$ cat src/isec_pkg.sv
// Constants and types for the idle speed effort controller
// Overview of operation
// - Stopped or cranking: command fully open effort
// - Stepper: run full travel open first
// - All gains zero means open loop only
// - Base from coolant table; invalid adds cold
// - Post-start extra decays linearly to zero
// - No closed loop while post-start decays
// - Air conditioning effort added on top
// - Electrical load efforts added when load active
// - Low battery effort below threshold voltage
// - Motion opening effort when vehicle moving
// - Optional air temperature correction of effort
// - Closed loop needs all three conditions
// - Drivetrain idle: clutch, or opener and stationary
// - Speed band: below target plus band, or timeout
// - Air conditioning band while air conditioning on
// - Time conditions; timeout satisfies speed band
// - Effort is duty percent or step position
// - Clamp effort between min and max, except when stopped or cranking
// - Two-coil pattern keeps two windings on
// - Hold each step at least step period
// - At travel end, repeat step periodically
package isec_pkg;
   localparam int CLK_HZ = 10_000_000;
   localparam int EW = 16;
   localparam int TEMP_PTS = 8;
   localparam int STEP_PERIOD_MS = 11;
   localparam int STEP_PERIOD_CYC = (CLK_HZ / 1000) * STEP_PERIOD_MS;
   localparam int END_REPEAT_MS = 3000;
   localparam int MS_CYC = CLK_HZ / 1000;
   localparam logic [15:0] LOW_BATT_MV = 16'd12000;
   localparam logic [6:0] DUTY_FULL = 7'd100;
   // Register indices
   localparam logic [7:0] REG_CTRL = 8'h00;
   localparam logic [7:0] REG_BASE0 = 8'h01;
   localparam logic [7:0] REG_COLD = 8'h09;
   localparam logic [7:0] REG_POST = 8'h0a;
   localparam logic [7:0] REG_POST_MS = 8'h0b;
   localparam logic [7:0] REG_AC = 8'h0c;
   localparam logic [7:0] REG_ELEC0 = 8'h0d;
   localparam logic [7:0] REG_BATT = 8'h10;
   localparam logic [7:0] REG_MOTION = 8'h11;
   localparam logic [7:0] REG_MIN = 8'h12;
   localparam logic [7:0] REG_MAX = 8'h13;
   localparam logic [7:0] REG_BAND = 8'h14;
   localparam logic [7:0] REG_BAND_AC = 8'h15;
   localparam logic [7:0] REG_TIMEOUT_MS = 8'h16;
   localparam logic [7:0] REG_GAINS = 8'h17;
   localparam logic [7:0] REG_AIRCORR = 8'h18;
   localparam logic [7:0] REG_TRAVEL = 8'h19;
   localparam logic [7:0] REG_STATUS = 8'h1a;
   localparam logic [7:0] REG_EFFORT = 8'h1b;
   // Control bits
   localparam int CTRL_STEPPER = 0;
   localparam int CTRL_PULSE = 1;
   localparam int CTRL_MOTION_EN = 2;
   localparam int CTRL_AIR_EN = 3;
   typedef enum logic [1:0] {ISEC_ST_HOME, ISEC_ST_RUN} isec_mode_t;
endpackage : isec_pkg

$ cat src/isec_top.sv
// Idle speed effort computation, closed loop gate and stepper drive
`timescale 1ns/100ps
module isec_top
(
   // Clock and reset
   input wire logic clk_sys_i,
   input wire logic rstn_i,
   // Register port
   input wire logic [7:0] reg_addr_i,
   input wire logic [15:0] reg_wdata_i,
   input wire logic reg_wr_i,
   input wire logic reg_rd_i,
   output logic [15:0] reg_rdata_o,
   // Engine state pins
   input wire logic engine_stopped_i,
   input wire logic cranking_i,
   input wire logic throttle_closed_i,
   input wire logic clutch_neutral_i,
   input wire logic ac_on_i,
   input wire logic [2:0] elec_load_i,
   // Measurements from logic on this clock
   input wire logic coolant_valid_i,
   input wire logic [2:0] coolant_idx_i,
   input wire logic [15:0] batt_mv_i,
   input wire logic [15:0] vehicle_speed_measure_i,
   input wire logic [15:0] rpm_i,
   input wire logic [15:0] target_rpm_i,
   input wire logic signed [7:0] air_temp_i,
   input wire logic signed [15:0] pid_corr_i,
   // Actuator outputs
   output logic closed_loop_o,
   output logic [15:0] effort_o,
   output logic [3:0] stepper_o
);
   logic stop_s1, stop_s2, crank_s1, crank_s2, thr_s1, thr_s2;
   logic clu_s1, clu_s2, ac_s1, ac_s2;
   logic [2:0] el_s1, el_s2;
   logic [15:0] ctrl_r, cold_r, post_r, post_ms_r, ac_eff_r, batt_r, motion_r;
   logic [15:0] min_r, max_r, band_r, band_ac_r, timeout_ms_r, gains_r;
   logic [15:0] aircorr_r, travel_r;
   logic [15:0] base_r [isec_pkg::TEMP_PTS];
   logic [15:0] elec_r [3];
   logic [15:0] post_left_r, cond_ms_r, ms_cnt_r;
   logic ms_tick;
   logic running_r;
   logic [15:0] pos_r, home_cnt_r;
   logic [23:0] step_cnt_r, end_cnt_r;
   logic [1:0] phase_r;
   isec_pkg::isec_mode_t mode_r;
   logic [19:0] ol_sum;
   logic signed [20:0] tot;
   logic [15:0] effort_nxt;
   logic moving, drive_idle, band_ok, others_ok, cl_ok;

   // Pins cross into the clock domain
   always_ff @(posedge clk_sys_i)
   begin
      stop_s1 <= engine_stopped_i;
      stop_s2 <= stop_s1;
      crank_s1 <= cranking_i;
      crank_s2 <= crank_s1;
      thr_s1 <= throttle_closed_i;
      thr_s2 <= thr_s1;
      clu_s1 <= clutch_neutral_i;
      clu_s2 <= clu_s1;
      ac_s1 <= ac_on_i;
      ac_s2 <= ac_s1;
      el_s1 <= elec_load_i;
      el_s2 <= el_s1;
   end

   // Configuration writes
   always_ff @(posedge clk_sys_i)
   begin
      if (!rstn_i)
      begin
         ctrl_r <= 16'h0000;
         cold_r <= 16'h0000;
         post_r <= 16'h0000;
         post_ms_r <= 16'h0000;
         ac_eff_r <= 16'h0000;
         batt_r <= 16'h0000;
         motion_r <= 16'h0000;
         min_r <= 16'h0000;
         max_r <= 16'h0064;
         band_r <= 16'h0000;
         band_ac_r <= 16'h0000;
         timeout_ms_r <= 16'h0000;
         gains_r <= 16'h0000;
         aircorr_r <= 16'h0000;
         travel_r <= 16'h0000;
         for (int i = 0; i < isec_pkg::TEMP_PTS; i++)
            base_r[i] <= 16'h0000;
         for (int i = 0; i < 3; i++)
            elec_r[i] <= 16'h0000;
      end
      else if (reg_wr_i)
      begin
         if (reg_addr_i == isec_pkg::REG_CTRL)
            ctrl_r <= reg_wdata_i;
         else if (reg_addr_i >= isec_pkg::REG_BASE0 && reg_addr_i < isec_pkg::REG_COLD)
            base_r[3'(reg_addr_i - isec_pkg::REG_BASE0)] <= reg_wdata_i;
         else if (reg_addr_i == isec_pkg::REG_COLD)
            cold_r <= reg_wdata_i;
         else if (reg_addr_i == isec_pkg::REG_POST)
            post_r <= reg_wdata_i;
         else if (reg_addr_i == isec_pkg::REG_POST_MS)
            post_ms_r <= reg_wdata_i;
         else if (reg_addr_i == isec_pkg::REG_AC)
            ac_eff_r <= reg_wdata_i;
         else if (reg_addr_i >= isec_pkg::REG_ELEC0 && reg_addr_i < isec_pkg::REG_BATT)
            elec_r[2'(reg_addr_i - isec_pkg::REG_ELEC0)] <= reg_wdata_i;
         else if (reg_addr_i == isec_pkg::REG_BATT)
            batt_r <= reg_wdata_i;
         else if (reg_addr_i == isec_pkg::REG_MOTION)
            motion_r <= reg_wdata_i;
         else if (reg_addr_i == isec_pkg::REG_MIN)
            min_r <= reg_wdata_i;
         else if (reg_addr_i == isec_pkg::REG_MAX)
            max_r <= reg_wdata_i;
         else if (reg_addr_i == isec_pkg::REG_BAND)
            band_r <= reg_wdata_i;
         else if (reg_addr_i == isec_pkg::REG_BAND_AC)
            band_ac_r <= reg_wdata_i;
         else if (reg_addr_i == isec_pkg::REG_TIMEOUT_MS)
            timeout_ms_r <= reg_wdata_i;
         else if (reg_addr_i == isec_pkg::REG_GAINS)
            gains_r <= reg_wdata_i;
         else if (reg_addr_i == isec_pkg::REG_AIRCORR)
            aircorr_r <= reg_wdata_i;
         else if (reg_addr_i == isec_pkg::REG_TRAVEL)
            travel_r <= reg_wdata_i;
      end
   end

   // Read port, unmapped reads zero
   always_ff @(posedge clk_sys_i)
   begin
      if (!rstn_i)
         reg_rdata_o <= 16'h0000;
      else if (reg_rd_i)
      begin
         if (reg_addr_i == isec_pkg::REG_CTRL)
            reg_rdata_o <= ctrl_r;
         else if (reg_addr_i >= isec_pkg::REG_BASE0 && reg_addr_i < isec_pkg::REG_COLD)
            reg_rdata_o <= base_r[3'(reg_addr_i - isec_pkg::REG_BASE0)];
         else if (reg_addr_i == isec_pkg::REG_STATUS)
            reg_rdata_o <= {12'h000, mode_r == isec_pkg::ISEC_ST_HOME, running_r,
                            post_left_r != 16'h0000, closed_loop_o};
         else if (reg_addr_i == isec_pkg::REG_EFFORT)
            reg_rdata_o <= effort_o;
         else if (reg_addr_i == isec_pkg::REG_TRAVEL)
            reg_rdata_o <= travel_r;
         else if (reg_addr_i == isec_pkg::REG_MIN)
            reg_rdata_o <= min_r;
         else if (reg_addr_i == isec_pkg::REG_MAX)
            reg_rdata_o <= max_r;
         else
            reg_rdata_o <= 16'h0000;
      end
   end

   // Millisecond tick
   assign ms_tick = (ms_cnt_r == 16'(isec_pkg::MS_CYC - 1));
   always_ff @(posedge clk_sys_i)
   begin
      if (!rstn_i || ms_tick)
         ms_cnt_r <= 16'h0000;
      else
         ms_cnt_r <= ms_cnt_r + 16'h0001;
   end

   // Post-start decay, remaining milliseconds
   always_ff @(posedge clk_sys_i)
   begin
      if (!rstn_i)
      begin
         running_r <= 1'b0;
         post_left_r <= 16'h0000;
      end
      else if (stop_s2 || crank_s2)
      begin
         running_r <= 1'b0;
         post_left_r <= 16'h0000;
      end
      else if (!running_r)
      begin
         running_r <= 1'b1;
         post_left_r <= post_ms_r;
      end
      else if (ms_tick && post_left_r != 16'h0000)
         post_left_r <= post_left_r - 16'h0001;
   end

   assign moving = (vehicle_speed_measure_i != 16'h0000);
   assign drive_idle = clu_s2 || (ctrl_r[isec_pkg::CTRL_MOTION_EN] && !moving);
   assign others_ok = thr_s2 && drive_idle && running_r && post_left_r == 16'h0000;

   // Time the other conditions held
   always_ff @(posedge clk_sys_i)
   begin
      if (!rstn_i || !others_ok)
         cond_ms_r <= 16'h0000;
      else if (ms_tick && cond_ms_r != 16'hffff)
         cond_ms_r <= cond_ms_r + 16'h0001;
   end

   always_comb
   begin
      logic [16:0] lim;
      lim = {1'b0, target_rpm_i} + {1'b0, (ac_s2 ? band_ac_r : band_r)};
      band_ok = ({1'b0, rpm_i} < lim) || (cond_ms_r >= timeout_ms_r);
   end
   assign cl_ok = others_ok && band_ok && gains_r != 16'h0000;

   // Open loop sum and clamp
   always_comb
   begin
      logic [35:0] prod;
      logic [19:0] dec;
      prod = 36'h000000000;
      dec = 20'h00000;
      if (post_ms_r != 16'h0000)
         dec = 20'(({16'h0000, post_r} * {16'h0000, post_left_r}) / {16'h0000, post_ms_r});
      ol_sum = {4'h0, base_r[coolant_idx_i]} + dec;
      if (!coolant_valid_i)
         ol_sum = ol_sum + {4'h0, cold_r};
      // Any load input adds all three efforts
      if (el_s2 != 3'b000)
         for (int i = 0; i < 3; i++)
            ol_sum = ol_sum + {4'h0, elec_r[i]};
      if (batt_mv_i < isec_pkg::LOW_BATT_MV)
         ol_sum = ol_sum + {4'h0, batt_r};
      if (ctrl_r[isec_pkg::CTRL_MOTION_EN] && moving)
         ol_sum = ol_sum + {4'h0, motion_r};
      // Scale in 1/256 per degree, applied before the A/C addition
      prod = 36'($signed({1'b0, ol_sum}) * ($signed(aircorr_r) * air_temp_i));
      if (ctrl_r[isec_pkg::CTRL_AIR_EN])
         ol_sum = 20'($signed({1'b0, ol_sum}) + $signed(prod[35:8]));
      if (ac_s2)
         ol_sum = ol_sum + {4'h0, ac_eff_r};
      tot = $signed({1'b0, ol_sum}) + (cl_ok ? 21'(pid_corr_i) : 21'sd0);
      if (stop_s2 || crank_s2)
         effort_nxt = ctrl_r[isec_pkg::CTRL_STEPPER] ? travel_r : 16'(isec_pkg::DUTY_FULL);
      else if (tot < $signed({5'h00, min_r}))
         effort_nxt = min_r;
      else if (tot > $signed({5'h00, max_r}))
         effort_nxt = max_r;
      else
         effort_nxt = tot[15:0];
   end

   always_ff @(posedge clk_sys_i)
   begin
      if (!rstn_i)
      begin
         effort_o <= 16'h0000;
         closed_loop_o <= 1'b0;
      end
      else
      begin
         effort_o <= effort_nxt;
         closed_loop_o <= cl_ok;
      end
   end

   // Stepper drive; position unknown until homed open
   always_ff @(posedge clk_sys_i)
   begin
      if (!rstn_i)
      begin
         mode_r <= isec_pkg::ISEC_ST_HOME;
         pos_r <= 16'h0000;
         home_cnt_r <= 16'h0000;
         phase_r <= 2'b00;
         step_cnt_r <= 24'h000000;
         end_cnt_r <= 24'h000000;
      end
      else if (step_cnt_r < 24'(isec_pkg::STEP_PERIOD_CYC - 1))
         step_cnt_r <= step_cnt_r + 24'h000001;
      else if (ctrl_r[isec_pkg::CTRL_STEPPER])
      begin
         case (mode_r)
            isec_pkg::ISEC_ST_HOME:
            begin
               step_cnt_r <= 24'h000000;
               if (home_cnt_r < travel_r)
               begin
                  home_cnt_r <= home_cnt_r + 16'h0001;
                  phase_r <= phase_r + 2'b01;
               end
               else
               begin
                  pos_r <= travel_r;
                  mode_r <= isec_pkg::ISEC_ST_RUN;
               end
            end
            isec_pkg::ISEC_ST_RUN:
            begin
               if (effort_o > pos_r)
               begin
                  step_cnt_r <= 24'h000000;
                  pos_r <= pos_r + 16'h0001;
                  phase_r <= phase_r + 2'b01;
               end
               else if (effort_o < pos_r)
               begin
                  step_cnt_r <= 24'h000000;
                  pos_r <= pos_r - 16'h0001;
                  phase_r <= phase_r - 2'b01;
               end
               else if (effort_o == 16'h0000 || effort_o == travel_r)
               begin
                  if (end_cnt_r >= 24'(isec_pkg::END_REPEAT_MS))
                  begin
                     end_cnt_r <= 24'h000000;
                     step_cnt_r <= 24'h000000;
                     phase_r <= (effort_o == 16'h0000) ? phase_r - 2'b01 : phase_r + 2'b01;
                  end
                  else if (ms_tick) // Counted in ms; cycles would overflow 24 bits
                     end_cnt_r <= end_cnt_r + 24'h000001;
               end
            end
            default:
               mode_r <= isec_pkg::ISEC_ST_HOME;
         endcase
      end
   end

   // Coil patterns, active high
   always_ff @(posedge clk_sys_i)
   begin
      if (!rstn_i || !ctrl_r[isec_pkg::CTRL_STEPPER])
         stepper_o <= 4'h0;
      else if (ctrl_r[isec_pkg::CTRL_PULSE])
         stepper_o <= 4'h1 << phase_r;
      else
      begin
         case (phase_r)
            2'd0: stepper_o <= 4'hc;
            2'd1: stepper_o <= 4'ha;
            2'd2: stepper_o <= 4'h3;
            default: stepper_o <= 4'h5;
         endcase
      end
   end
endmodule // isec_top

$ cat config.mk
export PLATFORM = sky130hd
export DESIGN_NAME = isec_top
export DESIGN_NICKNAME = d
export VERILOG_FILES = /design/src/isec_pkg.sv /design/src/isec_top.sv
export SDC_FILE = /design/constraint.sdc
export NUM_CORES = 2
export LEC_CHECK = 0
export BUFFER_PORTS_ARGS = -buffer_cell sky130_fd_sc_hd__buf_2
export CAP_MARGIN = 20
export CORE_ASPECT_RATIO = 0.75
export CORE_MARGIN = 1.5
export CORE_UTILIZATION = 55
export CTS_BUF_LIST = sky130_fd_sc_hd__clkbuf_4
export CTS_CLUSTER_SIZE = 14
export DETAILED_ROUTE_END_ITERATION = 10
export PLACE_DENSITY = 0.77
export SLEW_MARGIN = 20
export SYNTH_ARGS = -nofsm -noshare
export SYNTH_HDL_FRONTEND = slang
export SYNTH_SLANG_ARGS = --single-unit
export TNS_END_PERCENT = 30
$ cat constraint.sdc
create_clock -name clk_sys_i -period 151.6 [get_ports clk_sys_i]
set_input_delay 0 -clock clk_sys_i [delete_from_list [all_inputs] [get_ports clk_sys_i]]
set_output_delay 0 -clock clk_sys_i [all_outputs]
set_load 0.005 [all_outputs]
==> run_results.csv <==
group,metric,value,unit
clock_tree,cts_tree,"done",
synth,syn_inst,9957,
timing,setup_viol,0,
routing,via_per_inst,6.02,
grt,grt_pass1_vias,72700,
timing,maxSlewHeadroom,22.5,%
synth,synth_cell_type_count,134,
setup_path,crit_slowest_cell,"nor4b_1",
timing,finalHoldViolCount,0,
synth,synth.avg_cell_area,8.26,µm²
synth,syn_nets,11600,
synth,synth_warnings,0,
timing,tightest_slew,1150,ps
placed_design,hpwl,183,mm
clock_tree,clock_latency,1120,ps
timing,fin_tns_setup,0,ps
floorplanning,start_util,55.6,%
cells_and_area,mostFrequentLayoutCell,"inv_1",
placed_design,preCtsSetupSlack,24130,ps
placed_design,port_buffers,159,
setup_path,cp_top_family,"compound AO/OA/AOI/OAI gates",
timing,fin_skew,99.8,ps
synth,synth.largest_area_cell,"fa_1",
floorplanning,core-area,0.148,mm²
setup_path,path_buf_inv,34,
floorplanning,die-area,0.152,mm²
grt,grt_start_max_net_pins,97,
setup_path,cp-end-kind,"flop",
routing,firstDrtPassIters,6,
routing,dr_total_vias,73200,
min_path,holdCritPathClass,"in -> reg",
grt,grt_usage,31.3,%
cells_and_area,multi_input_area,0.0630,mm²
synth,synth-main-ff-cell,"dfxtp_1",
clock_tree,cts_buffers,159,
routing,route.detailed.drc,0,
cells_and_area,nNetsFinal,11700,
synth,ys_ff_latch,601,
grt,grt_pass1_wl,384,mm
cells_and_area,regArea,0.0138,mm²
routing,wl_per_cell,19.9,µm
cells_and_area,drive_gt1_share,8.65,%
setup_path,path_max_fanout,36,
setup_path,cp.required,152530,ps
synth,synth-edff-count,176,
synth,synth_area_leaders,"fa_1, ha_1, dfxtp_1",
job,maxCapViolCount,0,
setup_path,cp.arrival,131510,ps
routing,wl,242,mm
synth,async_flop_share,0,%
timing,post-route-period-util,86.1,%
cells_and_area,final_cell_mix,"inv_1, nor2_1, ha_1",
cells_and_area,fin_util,59.3,%
setup_path,slowest_delay,970,ps
clock_tree,h-tree-depth,4,
timing,final-max-slew-violation-count,0,
synth,synth_top_area_share,15.0,%
clock_tree,cts_resized,0,
clock_tree,clockRootBuffer,"clkbuf_4",
routing,drt_iter0_markers,6725,
clock_tree,cts.path.max_buffers,3,
setup_path,critical_path.most_common_cell,"o21a_1",
floorplanning,die_h,338,µm
floorplanning,rows,122,
run_status,status,"finished clean",
synth,ys_seq_area_share,16.8,%
timing,setup_ws,21010,ps
timing,rsz0062_at_grt,"no",
timing,min_period,130590,ps
placed_design,place_congestion,0.951,
clock_tree,cts_sinks,601,
timing,hold_ws,25.6,ps
floorplanning,ios,165,
grt,gr-total-overflow,0,
cells_and_area,fill_cells,12900,
synth,synth_area,0.0823,mm²
clock_tree,clkTransAtPathRegs,70,ps
setup_path,startpoint_type,"flop",
cells_and_area,area_growth_syn_to_layout,6.72,%
routing,antenna_left,0,
setup_path,crit_type,"reg -> reg",
timing,achievable-frequency,7.66,MHz
floorplanning,die_w,450,µm
grt,antenna_found_initial,19,
cell usage after synthesis, types with 112 or more instances:
cell type  instances
edfxtp_1         176
nor3_1           278
mux2i_1          284
nand2_1          898
inv_1           1063
nand2b_1         112
o21ai_0          284
ha_1             902
dfxtp_1          425
a21oi_1          602
nand3_1          119
o21a_1           260
o31ai_1          116
fa_1             617
nor2_1           938
xor2_1           159
and2_1           493
a21o_1           142
clkbuf_1         369
o21bai_1         128
xnor2_1          343
mux2_2           117
what timing repair did:
action	in CTS	in global routing
hold buffers	72	0
endpoints found under the hold margin	613	0
buffers inserted	0	0
worst reg2reg max path, delay by kind of cell (launching register included):
kind,cells,cell delay [ps]
DFF,1,960
adders and majority gates,57,21050
AOI/OAI and AO/OA,304,68970
muxes,3,830
xor gates and xnor gates,12,2160
buffers and inverters,34,5950
and+or+nand+nor,132,30460
kinds of logic after synthesis:
family	after synthesis	synth area share [%]
buffers and inverters	1486	6.84
adders and majority gates	1519	28.7
and+or+nand+nor	3346	19.7
muxes	437	6.02
xor gates and xnor gates	503	5.38
AOI/OAI and AO/OA	2065	16.5
DFF	601	16.8
layer usage:
layer / up-vias / global-route usage [%] / share of wire (%)
met5: - / 0 / 0.028
met3: 507 / 7.41 / 11
li1: 34400 / - / -
met1: 35100 / 42.3 / 43
met4: 12 / 10.7 / 3.4
met2: 3287 / 49.2 / 43
state kept, by name, indices dropped and copies added (netlist names), 24 cells and up:
name        flops
elec_r         48
base_r        128
step_cnt_r     24
end_cnt_r      24
path summary, 6_finish.rpt:
| check | endpoint | startpoint | slack, ps | cells after the start |
|---|---|---|---|---|
| worst max-delay path | effort_o[2]$_SDFF_PN0_ | post_left_r[2]$_SDFFE_PP0P_ | 21010 | 542 |
| worst min-delay path | effort_o[3]$_SDFF_PN0_ | pid_corr_i[15] | 30 | 7 |
| worst max register to register | effort_o[2]$_SDFF_PN0_ | post_left_r[2]$_SDFFE_PP0P_ | 21010 | 542 |
| worst min register to register | el_s2[0]$_DFF_P_ | el_s1[0]$_DFF_P_ | 320 | 0 |
through the flow:
step | cell area, µm² | cells
after global routing | 87800 | 12200
after floorplan | 82300 | 9957
final | 87800 | 12200
after global placement | 85000 | 11800
after detailed placement | 85000 | 11800
after CTS | 87700 | 12200
area by class of cell:
cell class,count,share of cell area [%]
antenna,8,0.0228
sequential,601,15.7
clock buffer,227,1.94
timing repair buffer,358,2.82
inverter,1065,4.56
multi-input combinational,7870,71.7
tap,1984,2.83
clock inverter,53,0.368
Power is not shown: default switching activity piles up to over one toggle a cycle in this logic, so the estimate is an artifact.
